===== src/verilog/sstu_consts.svh =====
// constants for the state save tracking unit
`ifndef SSTU_CONSTS_SVH
`define SSTU_CONSTS_SVH

// component indices
`define SSTU_C_X87       6'h00
`define SSTU_C_SSE       6'h01
`define SSTU_C_UPPER     6'h02
`define SSTU_C_BOUND     6'h03
`define SSTU_C_BOUND_CSR 6'h04
`define SSTU_C_OPMASK    6'h05
`define SSTU_C_WIDE_HI   6'h06
`define SSTU_C_HI16      6'h07
`define SSTU_C_TRACE     6'h08
`define SSTU_C_PKEY      6'h09
`define SSTU_C_DUTY      6'h0D
`define SSTU_C_LAST      6'h3E

// initial values
`define SSTU_VCS_RESET   32'h0000_1F80
`define SSTU_X87_CW_INIT 16'h037F
`define SSTU_X87_SW_INIT 16'h0000
`define SSTU_X87_TW_INIT 16'hFFFF
`define SSTU_X87_SEL_INIT 16'h0000

// save area alignment (64 bytes)
`define SSTU_ALIGN_MASK  64'h0000_0000_0000_003F

// extended control read selectors
`define SSTU_SEL_MASK    32'h0000_0000
`define SSTU_SEL_INUSE   32'h0000_0001

`endif


===== src/verilog/sstu_pkg.sv =====
// types for the state save tracking unit
package sstu_pkg;

	typedef enum logic [2:0] {
		SSTU_IDLE   = 3'b000,
		SSTU_HDR_RD = 3'b001,
		SSTU_HDR_WR = 3'b010,
		SSTU_VCS    = 3'b011,
		SSTU_COMP   = 3'b100
	} sstu_state_type;

	typedef enum logic [1:0] {
		SSTU_OP_HDR_READ  = 2'b00,
		SSTU_OP_HDR_WRITE = 2'b01,
		SSTU_OP_VCS_STORE = 2'b10,
		SSTU_OP_COMP_STORE = 2'b11
	} sstu_mem_op_type;

	typedef enum logic [1:0] {
		SSTU_SAVE_OPT  = 2'b00,
		SSTU_SAVE_CMP  = 2'b01,
		SSTU_SAVE_SUP  = 2'b10
	} sstu_save_kind_type;

endpackage : sstu_pkg


===== src/verilog/sstu_tracker.sv =====
// state component tracking and full state save sequencing
`timescale 1ns/10ps
`include "sstu_consts.svh"

//Contract
//- optimized, compacted, supervisor saves skip components known initial.
//- unmodified skipping only for the save area of the latest restore.
//- full save uses no optimization; compacted save uses init only.
//- without tracking, in-use and modified bitmaps read all ones.
//- in-use 0 means definitely initial; 1 allowed when initial.
//- control read selector 1 returns enabled mask AND in-use, in two halves.
//- selector 1 forces bit 1 when mask bit 1 set and vector control not reset.
//- modified 0 means definitely unchanged since last restore.
//- each restore records privilege, non-root, area address, compaction vector.
//- modified skipping only when all four record items match.
//- x87 initial only with fixed control, status, tag, zero pointers and stack.
//- legacy vectors initial when regs 0-15 zero in 64-bit, else 0-7.
//- upper halves (256 and 512 bit) follow the same mode rule.
//- high sixteen vectors initial when zero in 64-bit, always outside.
//- bound, bound csr, masks, trace, key, duty initial when all zero.
//- faults in order invalid opcode, device unavailable, misalignment.
//- requested bitmap is enabled mask AND instruction mask.
//- header vector bits: unrequested kept, requested take in-use bit.
//- full save writes only the header state vector of the header.
//- full save stores every requested component 0 to 62 (bit 63 never stored), standard format.
//- vector control and mask stored when requested bit 1 or 2 set.
//- restore sets in-use on requested and present; modified on unrequested.
module sstu_tracker (
	// clock and reset
	input  wire logic                          i_sys_clk,
	input  wire logic                          i_rstn,
	// configuration
	input  wire logic                          i_init_opt_en,
	input  wire logic                          i_mod_opt_en,
	input  wire logic [63:0]                   i_enabled_component_mask,
	input  wire logic                          i_os_save_enable,
	input  wire logic                          i_task_switched_flag,
	input  wire logic                          i_long_mode,
	input  wire logic [1:0]                    i_privilege_level,
	input  wire logic                          i_nonroot,
	input  wire logic [31:0]                   i_vector_control_status,
	// register contents
	input  wire logic [15:0]                   i_x87_control_word,
	input  wire logic [15:0]                   i_x87_status_word,
	input  wire logic [15:0]                   i_x87_tag_word,
	input  wire logic [15:0]                   i_x87_code_sel,
	input  wire logic [15:0]                   i_x87_data_sel,
	input  wire logic [63:0]                   i_x87_instr_ptr,
	input  wire logic [63:0]                   i_x87_data_ptr,
	input  wire logic [7:0]                    i_x87_stack_nz,
	input  wire logic [15:0]                   i_vec_nz,
	input  wire logic [15:0]                   i_upper_nz,
	input  wire logic [15:0]                   i_wide_upper_nz,
	input  wire logic [15:0]                   i_high_sixteen_nz,
	input  wire logic [3:0]                    i_bound_nz,
	input  wire logic [1:0]                    i_bound_csr_nz,
	input  wire logic [7:0]                    i_opmask_nz,
	input  wire logic [8:0]                    i_trace_nz,
	input  wire logic                          i_pkey_nz,
	input  wire logic                          i_duty_nz,
	// component register writes
	input  wire logic [63:0]                   i_comp_write,
	// restore
	input  wire logic                          i_rst_valid,
	input  wire logic [63:0]                   i_rst_mask,
	input  wire logic [63:0]                   i_rst_state_vec,
	input  wire logic [63:0]                   i_rst_comp_vec,
	input  wire logic [63:0]                   i_rst_addr,
	// optimized, compacted, supervisor save query
	input  wire logic                          i_osave_valid,
	input  sstu_pkg::sstu_save_kind_type       i_osave_kind,
	input  wire logic [63:0]                   i_osave_mask,
	input  wire logic [63:0]                   i_osave_addr,
	input  wire logic [63:0]                   i_osave_comp_vec,
	output logic                               o_osave_done,
	output logic [63:0]                        o_osave_bitmap,
	output logic                               o_osave_mod_used,
	// extended control read
	input  wire logic                          i_xcr_read,
	input  wire logic [31:0]                   i_xcr_sel,
	output logic                               o_xcr_done,
	output logic [31:0]                        o_xcr_lo,
	output logic [31:0]                        o_xcr_hi,
	// full state save command
	input  wire logic                          i_fsave_valid,
	input  wire logic [63:0]                   i_fsave_mask,
	input  wire logic [63:0]                   i_fsave_addr,
	output logic                               o_fsave_ready,
	output logic                               o_fsave_done,
	output logic                               o_fault_ud,
	output logic                               o_fault_nm,
	output logic                               o_fault_gp,
	// save area memory port
	output logic                               o_mem_valid,
	output sstu_pkg::sstu_mem_op_type          o_mem_op,
	output logic [63:0]                        o_mem_addr,
	output logic [5:0]                         o_mem_comp,
	output logic [63:0]                        o_mem_wdata,
	input  wire logic                          i_mem_ready,
	input  wire logic [63:0]                   i_mem_rdata,
	// tracking state
	output logic [63:0]                        o_in_use_bitmap,
	output logic [63:0]                        o_modified_bitmap
);

	logic [63:0]              comp_init;
	logic [63:0]              inuse_q;
	logic [63:0]              modified_q;
	logic [63:0]              inuse_eff;
	logic [63:0]              mod_eff;
	logic                     rec_valid_q;
	logic [1:0]               rec_priv_q;
	logic                     rec_nonroot_q;
	logic [63:0]              rec_addr_q;
	logic [63:0]              rec_comp_q;
	logic [63:0]              rst_requested_component_bitmap;
	logic [63:0]              osave_requested_component_bitmap;
	logic                     rec_match;
	logic [63:0]              xcr_inuse;
	sstu_pkg::sstu_state_type state_q;
	logic [63:0]              requested_component_bitmap_q;
	logic [63:0]              snap_inuse_q;
	logic [63:0]              base_q;
	logic [63:0]              hdr_q;
	logic [5:0]               idx_q;
	logic                     fsave_take;

	// which components currently hold their initial configuration
	always_comb begin
		comp_init = 64'h0000_0000_0000_0000;
		comp_init[`SSTU_C_X87] = (i_x87_control_word == `SSTU_X87_CW_INIT) &&
			(i_x87_status_word == `SSTU_X87_SW_INIT) && (i_x87_tag_word == `SSTU_X87_TW_INIT) &&
			(i_x87_code_sel == `SSTU_X87_SEL_INIT) && (i_x87_data_sel == `SSTU_X87_SEL_INIT) &&
			(i_x87_instr_ptr == 64'h0) && (i_x87_data_ptr == 64'h0) && (i_x87_stack_nz == 8'h00);
		comp_init[`SSTU_C_SSE] = i_long_mode ? (i_vec_nz == 16'h0000)
			: (i_vec_nz[7:0] == 8'h00);
		comp_init[`SSTU_C_UPPER] = i_long_mode ? (i_upper_nz == 16'h0000)
			: (i_upper_nz[7:0] == 8'h00);
		comp_init[`SSTU_C_WIDE_HI] = i_long_mode ? (i_wide_upper_nz == 16'h0000)
			: (i_wide_upper_nz[7:0] == 8'h00);
		comp_init[`SSTU_C_HI16] = !i_long_mode || (i_high_sixteen_nz == 16'h0000);
		comp_init[`SSTU_C_BOUND] = (i_bound_nz == 4'h0);
		comp_init[`SSTU_C_BOUND_CSR] = (i_bound_csr_nz == 2'h0);
		comp_init[`SSTU_C_OPMASK] = (i_opmask_nz == 8'h00);
		comp_init[`SSTU_C_TRACE] = (i_trace_nz == 9'h000);
		comp_init[`SSTU_C_PKEY] = !i_pkey_nz;
		comp_init[`SSTU_C_DUTY] = !i_duty_nz;
	end

	assign rst_requested_component_bitmap = i_enabled_component_mask & i_rst_mask;
	assign osave_requested_component_bitmap = i_enabled_component_mask & i_osave_mask;

	// in-use tracking; a set always beats the clear from the init detector
	always_ff @(posedge i_sys_clk) begin
		if (!i_rstn) begin
			inuse_q <= 64'hFFFF_FFFF_FFFF_FFFF;
		end else begin
			inuse_q <= ~comp_init
				| i_comp_write
				| (i_rst_valid ? (rst_requested_component_bitmap & i_rst_state_vec) : 64'h0);
		end
	end

	// modified tracking
	always_ff @(posedge i_sys_clk) begin
		if (!i_rstn) begin
			modified_q <= 64'hFFFF_FFFF_FFFF_FFFF;
		end else if (i_rst_valid) begin
			modified_q <= ~rst_requested_component_bitmap | i_comp_write;
		end else begin
			modified_q <= modified_q | i_comp_write;
		end
	end

	// no tracking hardware: everything in use and modified
	assign inuse_eff = i_init_opt_en ? inuse_q : 64'hFFFF_FFFF_FFFF_FFFF;
	assign mod_eff = i_mod_opt_en ? modified_q : 64'hFFFF_FFFF_FFFF_FFFF;
	assign o_in_use_bitmap = inuse_eff;
	assign o_modified_bitmap = mod_eff;

	// last restore record
	always_ff @(posedge i_sys_clk) begin
		if (!i_rstn) begin
			rec_valid_q <= 1'b0;
			rec_priv_q <= 2'h0;
			rec_nonroot_q <= 1'b0;
			rec_addr_q <= 64'h0;
			rec_comp_q <= 64'h0;
		end else if (i_rst_valid) begin
			rec_valid_q <= 1'b1;
			rec_priv_q <= i_privilege_level;
			rec_nonroot_q <= i_nonroot;
			rec_addr_q <= i_rst_addr;
			rec_comp_q <= i_rst_comp_vec;
		end
	end

	assign rec_match = rec_valid_q && i_mod_opt_en &&
		(rec_priv_q == i_privilege_level) && (rec_nonroot_q == i_nonroot) &&
		(rec_addr_q == i_osave_addr) && (rec_comp_q == i_osave_comp_vec);

	// components an optimized, compacted or supervisor save must write
	always_ff @(posedge i_sys_clk) begin
		if (!i_rstn) begin
			o_osave_done <= 1'b0;
			o_osave_bitmap <= 64'h0;
			o_osave_mod_used <= 1'b0;
		end else begin
			o_osave_done <= i_osave_valid;
			if (i_osave_valid) begin
				if (i_osave_kind != sstu_pkg::SSTU_SAVE_CMP && rec_match) begin
					o_osave_bitmap <= osave_requested_component_bitmap & inuse_eff & mod_eff;
					o_osave_mod_used <= 1'b1;
				end else begin
					o_osave_bitmap <= osave_requested_component_bitmap & inuse_eff;
					o_osave_mod_used <= 1'b0;
				end
			end
		end
	end

	// extended control read
	assign xcr_inuse = (i_enabled_component_mask & inuse_eff)
		| {62'h0, i_enabled_component_mask[1]
		&& (i_vector_control_status != `SSTU_VCS_RESET), 1'b0};

	always_ff @(posedge i_sys_clk) begin
		if (!i_rstn) begin
			o_xcr_done <= 1'b0;
			o_xcr_lo <= 32'h0;
			o_xcr_hi <= 32'h0;
		end else begin
			o_xcr_done <= i_xcr_read;
			if (i_xcr_read) begin
				if (i_xcr_sel == `SSTU_SEL_INUSE) begin
					o_xcr_lo <= xcr_inuse[31:0];
					o_xcr_hi <= xcr_inuse[63:32];
				end else if (i_xcr_sel == `SSTU_SEL_MASK) begin
					o_xcr_lo <= i_enabled_component_mask[31:0];
					o_xcr_hi <= i_enabled_component_mask[63:32];
				end else begin
					o_xcr_lo <= 32'h0;
					o_xcr_hi <= 32'h0;
				end
			end
		end
	end

	// full state save: fault checks then sequence
	assign o_fsave_ready = (state_q == sstu_pkg::SSTU_IDLE);
	assign fsave_take = i_fsave_valid && o_fsave_ready;

	always_ff @(posedge i_sys_clk) begin
		if (!i_rstn) begin
			o_fault_ud <= 1'b0;
			o_fault_nm <= 1'b0;
			o_fault_gp <= 1'b0;
		end else begin
			o_fault_ud <= fsave_take && !i_os_save_enable;
			o_fault_nm <= fsave_take && i_os_save_enable && i_task_switched_flag;
			o_fault_gp <= fsave_take && i_os_save_enable && !i_task_switched_flag &&
				((i_fsave_addr & `SSTU_ALIGN_MASK) != 64'h0);
		end
	end

	always_ff @(posedge i_sys_clk) begin
		if (!i_rstn) begin
			state_q <= sstu_pkg::SSTU_IDLE;
			requested_component_bitmap_q <= 64'h0;
			snap_inuse_q <= 64'h0;
			base_q <= 64'h0;
			hdr_q <= 64'h0;
			idx_q <= 6'h00;
			o_fsave_done <= 1'b0;
		end else begin
			o_fsave_done <= 1'b0;
			unique case (state_q)
				sstu_pkg::SSTU_IDLE: begin
					if (fsave_take && i_os_save_enable && !i_task_switched_flag &&
						((i_fsave_addr & `SSTU_ALIGN_MASK) == 64'h0)) begin
						requested_component_bitmap_q <= i_enabled_component_mask & i_fsave_mask;
						snap_inuse_q <= inuse_eff;
						base_q <= i_fsave_addr;
						idx_q <= 6'h00;
						state_q <= sstu_pkg::SSTU_HDR_RD;
					end
				end
				sstu_pkg::SSTU_HDR_RD: begin
					if (i_mem_ready) begin
						hdr_q <= (i_mem_rdata & ~requested_component_bitmap_q) | (snap_inuse_q & requested_component_bitmap_q);
						state_q <= sstu_pkg::SSTU_HDR_WR;
					end
				end
				sstu_pkg::SSTU_HDR_WR: begin
					if (i_mem_ready) begin
						state_q <= (requested_component_bitmap_q[1] || requested_component_bitmap_q[2]) ? sstu_pkg::SSTU_VCS
							: sstu_pkg::SSTU_COMP;
					end
				end
				sstu_pkg::SSTU_VCS: begin
					if (i_mem_ready) begin
						state_q <= sstu_pkg::SSTU_COMP;
					end
				end
				sstu_pkg::SSTU_COMP: begin
					if (!requested_component_bitmap_q[idx_q] || i_mem_ready) begin
						if (idx_q == `SSTU_C_LAST) begin
							o_fsave_done <= 1'b1;
							state_q <= sstu_pkg::SSTU_IDLE;
						end else begin
							idx_q <= idx_q + 6'h01;
						end
					end
				end
				default: begin
					state_q <= sstu_pkg::SSTU_IDLE;
				end
			endcase
		end
	end

	// memory requests; only the header state vector is written in the header
	assign o_mem_valid = (state_q == sstu_pkg::SSTU_HDR_RD)
		|| (state_q == sstu_pkg::SSTU_HDR_WR) || (state_q == sstu_pkg::SSTU_VCS)
		|| ((state_q == sstu_pkg::SSTU_COMP) && requested_component_bitmap_q[idx_q]);
	assign o_mem_op = (state_q == sstu_pkg::SSTU_HDR_WR) ? sstu_pkg::SSTU_OP_HDR_WRITE
		: (state_q == sstu_pkg::SSTU_VCS) ? sstu_pkg::SSTU_OP_VCS_STORE
		: (state_q == sstu_pkg::SSTU_COMP) ? sstu_pkg::SSTU_OP_COMP_STORE
		: sstu_pkg::SSTU_OP_HDR_READ;

	assign o_mem_addr = base_q;
	assign o_mem_comp = idx_q;
	assign o_mem_wdata = hdr_q;

endmodule : sstu_tracker


===== config.mk =====
export PLATFORM = sky130hd
export DESIGN_NAME = sstu_tracker
export DESIGN_NICKNAME = d
export VERILOG_FILES = /design/src/verilog/sstu_pkg.sv /design/src/verilog/sstu_tracker.sv
export VERILOG_INCLUDE_DIRS = /design/src /design/src/verilog
export SDC_FILE = /design/constraint.sdc
export NUM_CORES = 1
export LEC_CHECK = 0
export BUFFER_PORTS_ARGS = -buffer_cell sky130_fd_sc_hd__buf_2
export CORE_AREA = 2 2 603 605
export DETAILED_ROUTE_END_ITERATION = 6
export DIE_AREA = 0 0 605 607
export GPL_TIMING_DRIVEN = 0
export PLACE_DENSITY = 0.3
export SLEW_MARGIN = 30
export SYNTH_ARGS = -nofsm -noshare
export SYNTH_HDL_FRONTEND = slang
export SYNTH_SLANG_ARGS = --single-unit
export TNS_END_PERCENT = 20

===== constraint.sdc =====
create_clock -name i_sys_clk -period 3.2 [get_ports i_sys_clk]
set_input_delay 0.48 -clock i_sys_clk [delete_from_list [all_inputs] [get_ports i_sys_clk]]
set_output_delay 0.48 -clock i_sys_clk [all_outputs]
set_load 0.1 [all_outputs]

# Word-level counts from Yosys, hierarchy flattened

Index checks and enable logic that the tools add are counted.

$lt $le $gt $ge: 1
Bitwise operators: 18
Equality and inequality tests: 21
Reductions and logical operators: 61
Muxes and demuxes: 31
$add $sub $neg: 1

Operator list:

| operator               | count |
|---|---|
| $and A64 B64 Y64       | 9 |
| $mux W64               | 5 |
| $or A64 B64 Y64        | 5 |
| $logic_not A64 Y1      | 3 |
| $eq A64 B64 Y1         | 2 |
| $mux W32               | 4 |
| $not A64 Y64           | 2 |
| $logic_not A16 Y1      | 7 |
| $not A14 Y64           | 1 |
| $or A64 B2 Y64         | 1 |
| $reduce_bool A64 Y1    | 1 |
| $logic_not A8 Y1       | 5 |
| $eq A32 B1 Y1 const B  | 1 |
| $logic_not A32 Y1      | 1 |
| $ne A32 B13 Y1 const B | 1 |
| $logic_and A1 B1 Y1    | 22 |
| $mux W3                | 7 |
| $mux W6                | 3 |
| $eq A16 B10 Y1 const B | 1 |
| $eq A16 B16 Y1 const B | 1 |
| $pmux W3 S5            | 1 |
| $ne A2 B2 Y1 const B   | 6 |
| $pmux W6 S2            | 1 |
| $logic_not A9 Y1       | 1 |
| other kinds (22)       | 42 |

Output and inout port bits: 401
Register bits after elaboration: 660
Logic and storage cells: 156
Input port bits: 1154

# Depth between registers and ports, before layout

Depth in word-level cells: 11
Depth in mapped cells: 10
Depth with buffers taken out: 7

# Least setup slack after synthesis

No wires, ideal clock.

Kind: reg-to-reg
Start: register state_q[0]
End: register idx_q[3], in the netlist o_mem_comp[3]
Data required time: 3.127 ns
Path buffers: 2
Slack: -1.051 ns
Cell stages (with the launch flop): 10
Period minus slack after synthesis: 4.251 ns
Arrival: 4.178 ns
Library setup time: 0.073 ns
Cell sequence: dfxtp_1 > clkbuf_1 > nor3_1 > and2_1 > and4b_1 > clkbuf_1 > nor2_1 > or2_2 > or4_4 > o211ai_2

Longest elaborated chain between the ends: 7
Elaborated cells on any way between the ends: 12
Those cells by class: 4 x eq/ne; 1 x mux; 7 x reduce/logical

Ends and longest elaborated chain:

| element                          | RTL line            | source |
|---|---|---|
| start: declaration               | sstu_tracker.sv:120 | `sstu_pkg::sstu_state_type state_q;` |
| start signal: assignment         | sstu_tracker.sv:268 | `state_q <= sstu_pkg::SSTU_IDLE;` |
| start signal: assignment         | sstu_tracker.sv:285 | `state_q <= sstu_pkg::SSTU_HDR_RD;` |
| start signal: assignment         | sstu_tracker.sv:291 | `state_q <= sstu_pkg::SSTU_HDR_WR;` |
| $logic_not A3 Y1 (*)             | sstu_tracker.sv:250 | `assign o_fsave_ready = (state_q == sstu_pkg::SSTU_IDLE);` |
| via o_fsave_ready                | sstu_tracker.sv:88  | `output logic o_fsave_ready,` |
| $logic_and A1 B1 Y1              | sstu_tracker.sv:251 | `assign fsave_take = i_fsave_valid && o_fsave_ready;` |
| $logic_and A1 B1 Y1 (3 in a row) | sstu_tracker.sv:279 | `if (fsave_take && i_os_save_enable && !i_task_switched_flag &&` |
| $ne A2 B1 Y1 (no line)           | --                  |  |
| $reduce_and A4 Y1 (no line)      | --                  |  |
| end signal: assignment           | sstu_tracker.sv:311 | `idx_q <= idx_q + 6'h01;` |
| end: declaration                 | sstu_tracker.sv:125 | `logic [5:0] idx_q;` |

The timed path passes the listed nets; every way through them passes the cells marked *.
A chain may end at the register's enable or synchronous reset.

# Worst setup path after layout

Start: register idx_q[1], in the netlist o_mem_comp[1]
End: output o_mem_valid

Longest elaborated chain between the ends: 4

Ends and longest elaborated chain:

| element                       | RTL line            | source |
|---|---|---|
| $bmux W1 S6                   | sstu_tracker.sv:325 | `\|\| ((state_q == sstu_pkg::SSTU_COMP) && requested_component_bitmap_q[idx_q]);` |
| $mux W1 (implied by the code) | sstu_tracker.sv:325 |  |
| $logic_and A1 B1 Y1           | sstu_tracker.sv:325 |  |
| $logic_or A1 B1 Y1            | sstu_tracker.sv:325 |  |
| end: declaration              | sstu_tracker.sv:94  | `output logic o_mem_valid,` |

Every way passes these cells. The select of a mux whose other input is x is not followed.

==> impl_metrics.ini <==
[timing]
timing.max_slew.rel_slack = 0.2484
post-route-worst-setup-slack_ps = -813.2
setup-tns-final_ps = -813.2
achievable-frequency_mhz = 249.2
timing.final.crit_period_ps = 4013
final_max_slew_viol_count = 0
tightestPinTransition_ps = 1127
setup_viol = 1
worst_clock_skew_ps = 70.34
report.final.hold_viol_count = 0
grt_setup_unrepaired = true
layout_worst_path_cycle_share = 1.254

[logic_synthesis]
synth.yosys.seq_area_share = 0.4387
library_cell_occupying_the_most_area_in_the_post_synthesis_netlist = sky130_fd_sc_hd__dfxtp_1
synthTopCellsByArea = sky130_fd_sc_hd__dfxtp_1 44%, sky130_fd_sc_hd__mux2i_1 7.9%, sky130_fd_sc_hd__nor2b_1 6.2%
asyncSetResetFlopFracSynth = 0
synth_xor_area_frac = 0.03043
number_of_enable_type_register_cells_in_the_synthesized_netlist = 0
syn-mean-instance-area_um2 = 8.969
synth_top_area_frac = 0.4387
ys.warnings.count = 0
synth.cell_area_um2 = 25330
synth.lib_cells_used.distinct = 61
synth_adder_area_share = 0.0009880
postSynthRegisterBits = 555
netlist_instances = 2824
synthFlopType = sky130_fd_sc_hd__dfxtp_1
main_combinational_cell_family_by_area_after_synthesis = simple AND/OR/NAND/NOR gates
synth.area.mux_share = 0.09460
synth-simple-area-share = 0.2545
synth-compound-area-share = 0.1301

[drt]
post_drt_wl_per_cell_um = 29.89
drt_pre_antenna_iters = 5
antenna_violating_nets_post_route = 0
remaining_drc_errors = 0
route.vias.total = 31710
routed_wl_um = 294700
first_iter_violations = 2057
detail_route.vias_per_cell = 3.216

[global_routing]
overall_global_routing_usage = 0.1540
antenna_violations_before_repair = 208
grt_max_degree = 15
grt_pass1_vias = 31850
grt_remaining_overflow = 0
grt_pass1_wl_um = 359700

[cells_and_area]
drive_above_1_share = 0.3567
mostFrequentLayoutCell = sky130_fd_sc_hd__buf_2
most-common-layout-cells = 1455 x sky130_fd_sc_hd__buf_2, 551 x sky130_fd_sc_hd__dfxtp_1, 502 x sky130_fd_sc_hd__dlygate4sd3_1
area_delta_synth_final_pct = 88.37
final_cell_count_no_fill = 9860
nNetsFinal = 6097

[setup_path]
crit_path_end_kind = primary output
timing.reg2reg.setup_slack_ps = 60
worst-endpoint-required_ps = 2720
timing.critical_path.from_type = flip-flop
cp_slowest_cell = sky130_fd_sc_hd__mux4_2
criticalPathCategory = reg -> out
critical_path_arrival_ps = 3530
cp_max_fo = 7
cp_cell_sequence = buf_12 -> mux4_2 -> mux4_2 -> or2_1 -> a32oi_2 -> nand2b_4 -> o21ai_4 -> buf_12
cp_num_buf_inv = 2
max_stage_delay_ps = 570
cpLargestDelayFamily = multiplexers

[floorplanning]
floorplan.die_area_um2 = 367200
die_h_um = 607
placement_rows = 221
initial_core_util = 0.07019
pin_count = 1555
core-area_um2 = 360900
die_w_um = 605

[power_and_ir_drop]
power_per_cell_area_nw_per_um2 = 441.5
leak_pwr_nw = 19.41
worst_ir_drop_vdd_uv = 367.5
report.power.total_mw = 21.07

[hold_path]
worst_hold_path_type = in -> reg

[placed_design]
detailedPlacementHpwl_um = 259700
dp.cells = 9137
gpl.final_weighted_congestion = 0.9129
number_of_buffer_cells_added_on_primary_ports = 1446

[clock_network]
clk_pin_slew_ps = 60
ctsRootBufferMaster = sky130_fd_sc_hd__clkbuf_16
cts.htree.levels = 3
tritoncts_num_sinks = 555
max_buffers_root_to_sink = 4
insertion_delay_ps = 830
tritoncts_buffers = 91
tritoncts = built

[run_status]
violations = setup timing
outcome = finished with violations

[run]
drv_cap = 0
[final timing paths]
kind                                      from  cells after the start                 end
hold reg to reg                 o_mem_addr[19]                      2      o_mem_addr[19]
setup reg to reg                rec_addr_q[17]                     10  o_osave_bitmap[40]
hold / removal    i_enabled_component_mask[33]                      3         o_xcr_hi[1]
setup / recovery                 o_mem_comp[1]                      8         o_mem_valid
[logic make-up (layout without fill, tap and decap cells)]
logic type | Yosys count | count (layout)
DFF | 555 | 555
AOI/OAI and AO/OA | 454 | 454
and+or+nand+nor | 1221 | 1221
buffers and inverters | 286 | 2420
xor gates and xnor gates | 88 | 88
muxes | 217 | 217
adders and majority gates | 2 | 2
other | 1 | 109
[metal layers]
layer | up-vias | wire length (um) | GRT usage
li1 | 14200 | - | -
met1 | 15530 | 117300 | 0.1808
met2 | 1441 | 140100 | 0.2607
met3 | 456 | 25990 | 0.05301
met4 | 96 | 10730 | 0.04987
met5 | - | 621 | 0
[report_power, final]
part,switching [mW],internal (mW)
Sequential,0.163,7.07
Combinational,2.19,1.32
Clock,4.28,6.05
[per-stage QoR]
| stage | hold slack, ps | util | worst slack (ps) | area, um2 |
|---|---|---|---|---|
| floorplan | 427.5 | - | 78.61 | 25540 |
| global placement | 437.0 | 0.1075 | -3539 | 38780 |
| detailed placement | 444.0 | 0.1091 | -1692 | 39360 |
| CTS | 0.6018 | 0.1318 | -1012 | 47540 |
| global route | 29.36 | 0.1320 | -946.3 | 47650 |
| finish | 66.61 | 0.1322 | -813.2 | 47710 |
[layout make-up]
cell class              instances  area [um2]
plain buffers                 238        1236
fillers                     41710      313100
clock buffers                 126        2589
well taps                    4794        5998
flip-flops and latches        555       11120
multi-input cells            2035       13300
clock inverters                36       371.6
diodes                         56       140.1
repair buffers               1976       12790
inverters                      44       168.9
[worst reg2reg max path: stages, from the launching register on]
cell,delay [ps]
sky130_fd_sc_hd__dfxtp_1,320
sky130_fd_sc_hd__xor2_1,250
sky130_fd_sc_hd__nor4_2,320
sky130_fd_sc_hd__nand4_1,420
sky130_fd_sc_hd__nor4_2,420
sky130_fd_sc_hd__nand4_1,230
sky130_fd_sc_hd__buf_8,240
sky130_fd_sc_hd__buf_12,170
sky130_fd_sc_hd__clkbuf_1,340
sky130_fd_sc_hd__nor2_1,230
sky130_fd_sc_hd__o21ai_0,120
[repair_timing]
| action | 4_1_cts | 5_1_grt |
|---|---|---|
| hold endpoints to repair | 401 | 0 |
| pin swaps | 3 | 7 |
| gates resized for setup | 41 | 20 |
| hold buffers | 502 | 0 |
| setup buffers | 6 | 1 |
| setup endpoints to repair | 183 | 53 |
[state kept, by name, indices dropped and copies added, names as in the netlist, 64 cells and up]
register	count
rec_addr_q	64
o_mem_addr	64
requested_component_bitmap_q	64
o_mem_wdata	64
o_osave_bitmap	64
modified_q	64
rec_comp_q	64
[synthesized netlist by cell type, types with 7 or more instances]
library cell                instances
sky130_fd_sc_hd__nand3_1          196
sky130_fd_sc_hd__a32oi_1           11
sky130_fd_sc_hd__mux2i_1          200
sky130_fd_sc_hd__nand4_1           57
sky130_fd_sc_hd__nor4_1            90
sky130_fd_sc_hd__buf_1             16
sky130_fd_sc_hd__nor2b_1          251
sky130_fd_sc_hd__inv_1             44
sky130_fd_sc_hd__mux4_2            14
sky130_fd_sc_hd__o211a_1           75
sky130_fd_sc_hd__xor2_1            72
sky130_fd_sc_hd__nand3b_1          60
sky130_fd_sc_hd__buf_4             53
sky130_fd_sc_hd__a21oi_1            7
sky130_fd_sc_hd__a22oi_1           55
sky130_fd_sc_hd__a21boi_0         122
sky130_fd_sc_hd__and3_1             8
sky130_fd_sc_hd__nand2b_1          75
sky130_fd_sc_hd__nor3_1             7
sky130_fd_sc_hd__dfxtp_1          555
sky130_fd_sc_hd__o21ai_0          136
sky130_fd_sc_hd__xnor2_1           16
sky130_fd_sc_hd__nor2_1            81
sky130_fd_sc_hd__a2111oi_0         12
sky130_fd_sc_hd__o22ai_1            9
sky130_fd_sc_hd__nor4b_1           10
sky130_fd_sc_hd__nand2_1          354
sky130_fd_sc_hd__or4_1             12
sky130_fd_sc_hd__clkbuf_1         171
(Power assumes the default switching activity.)
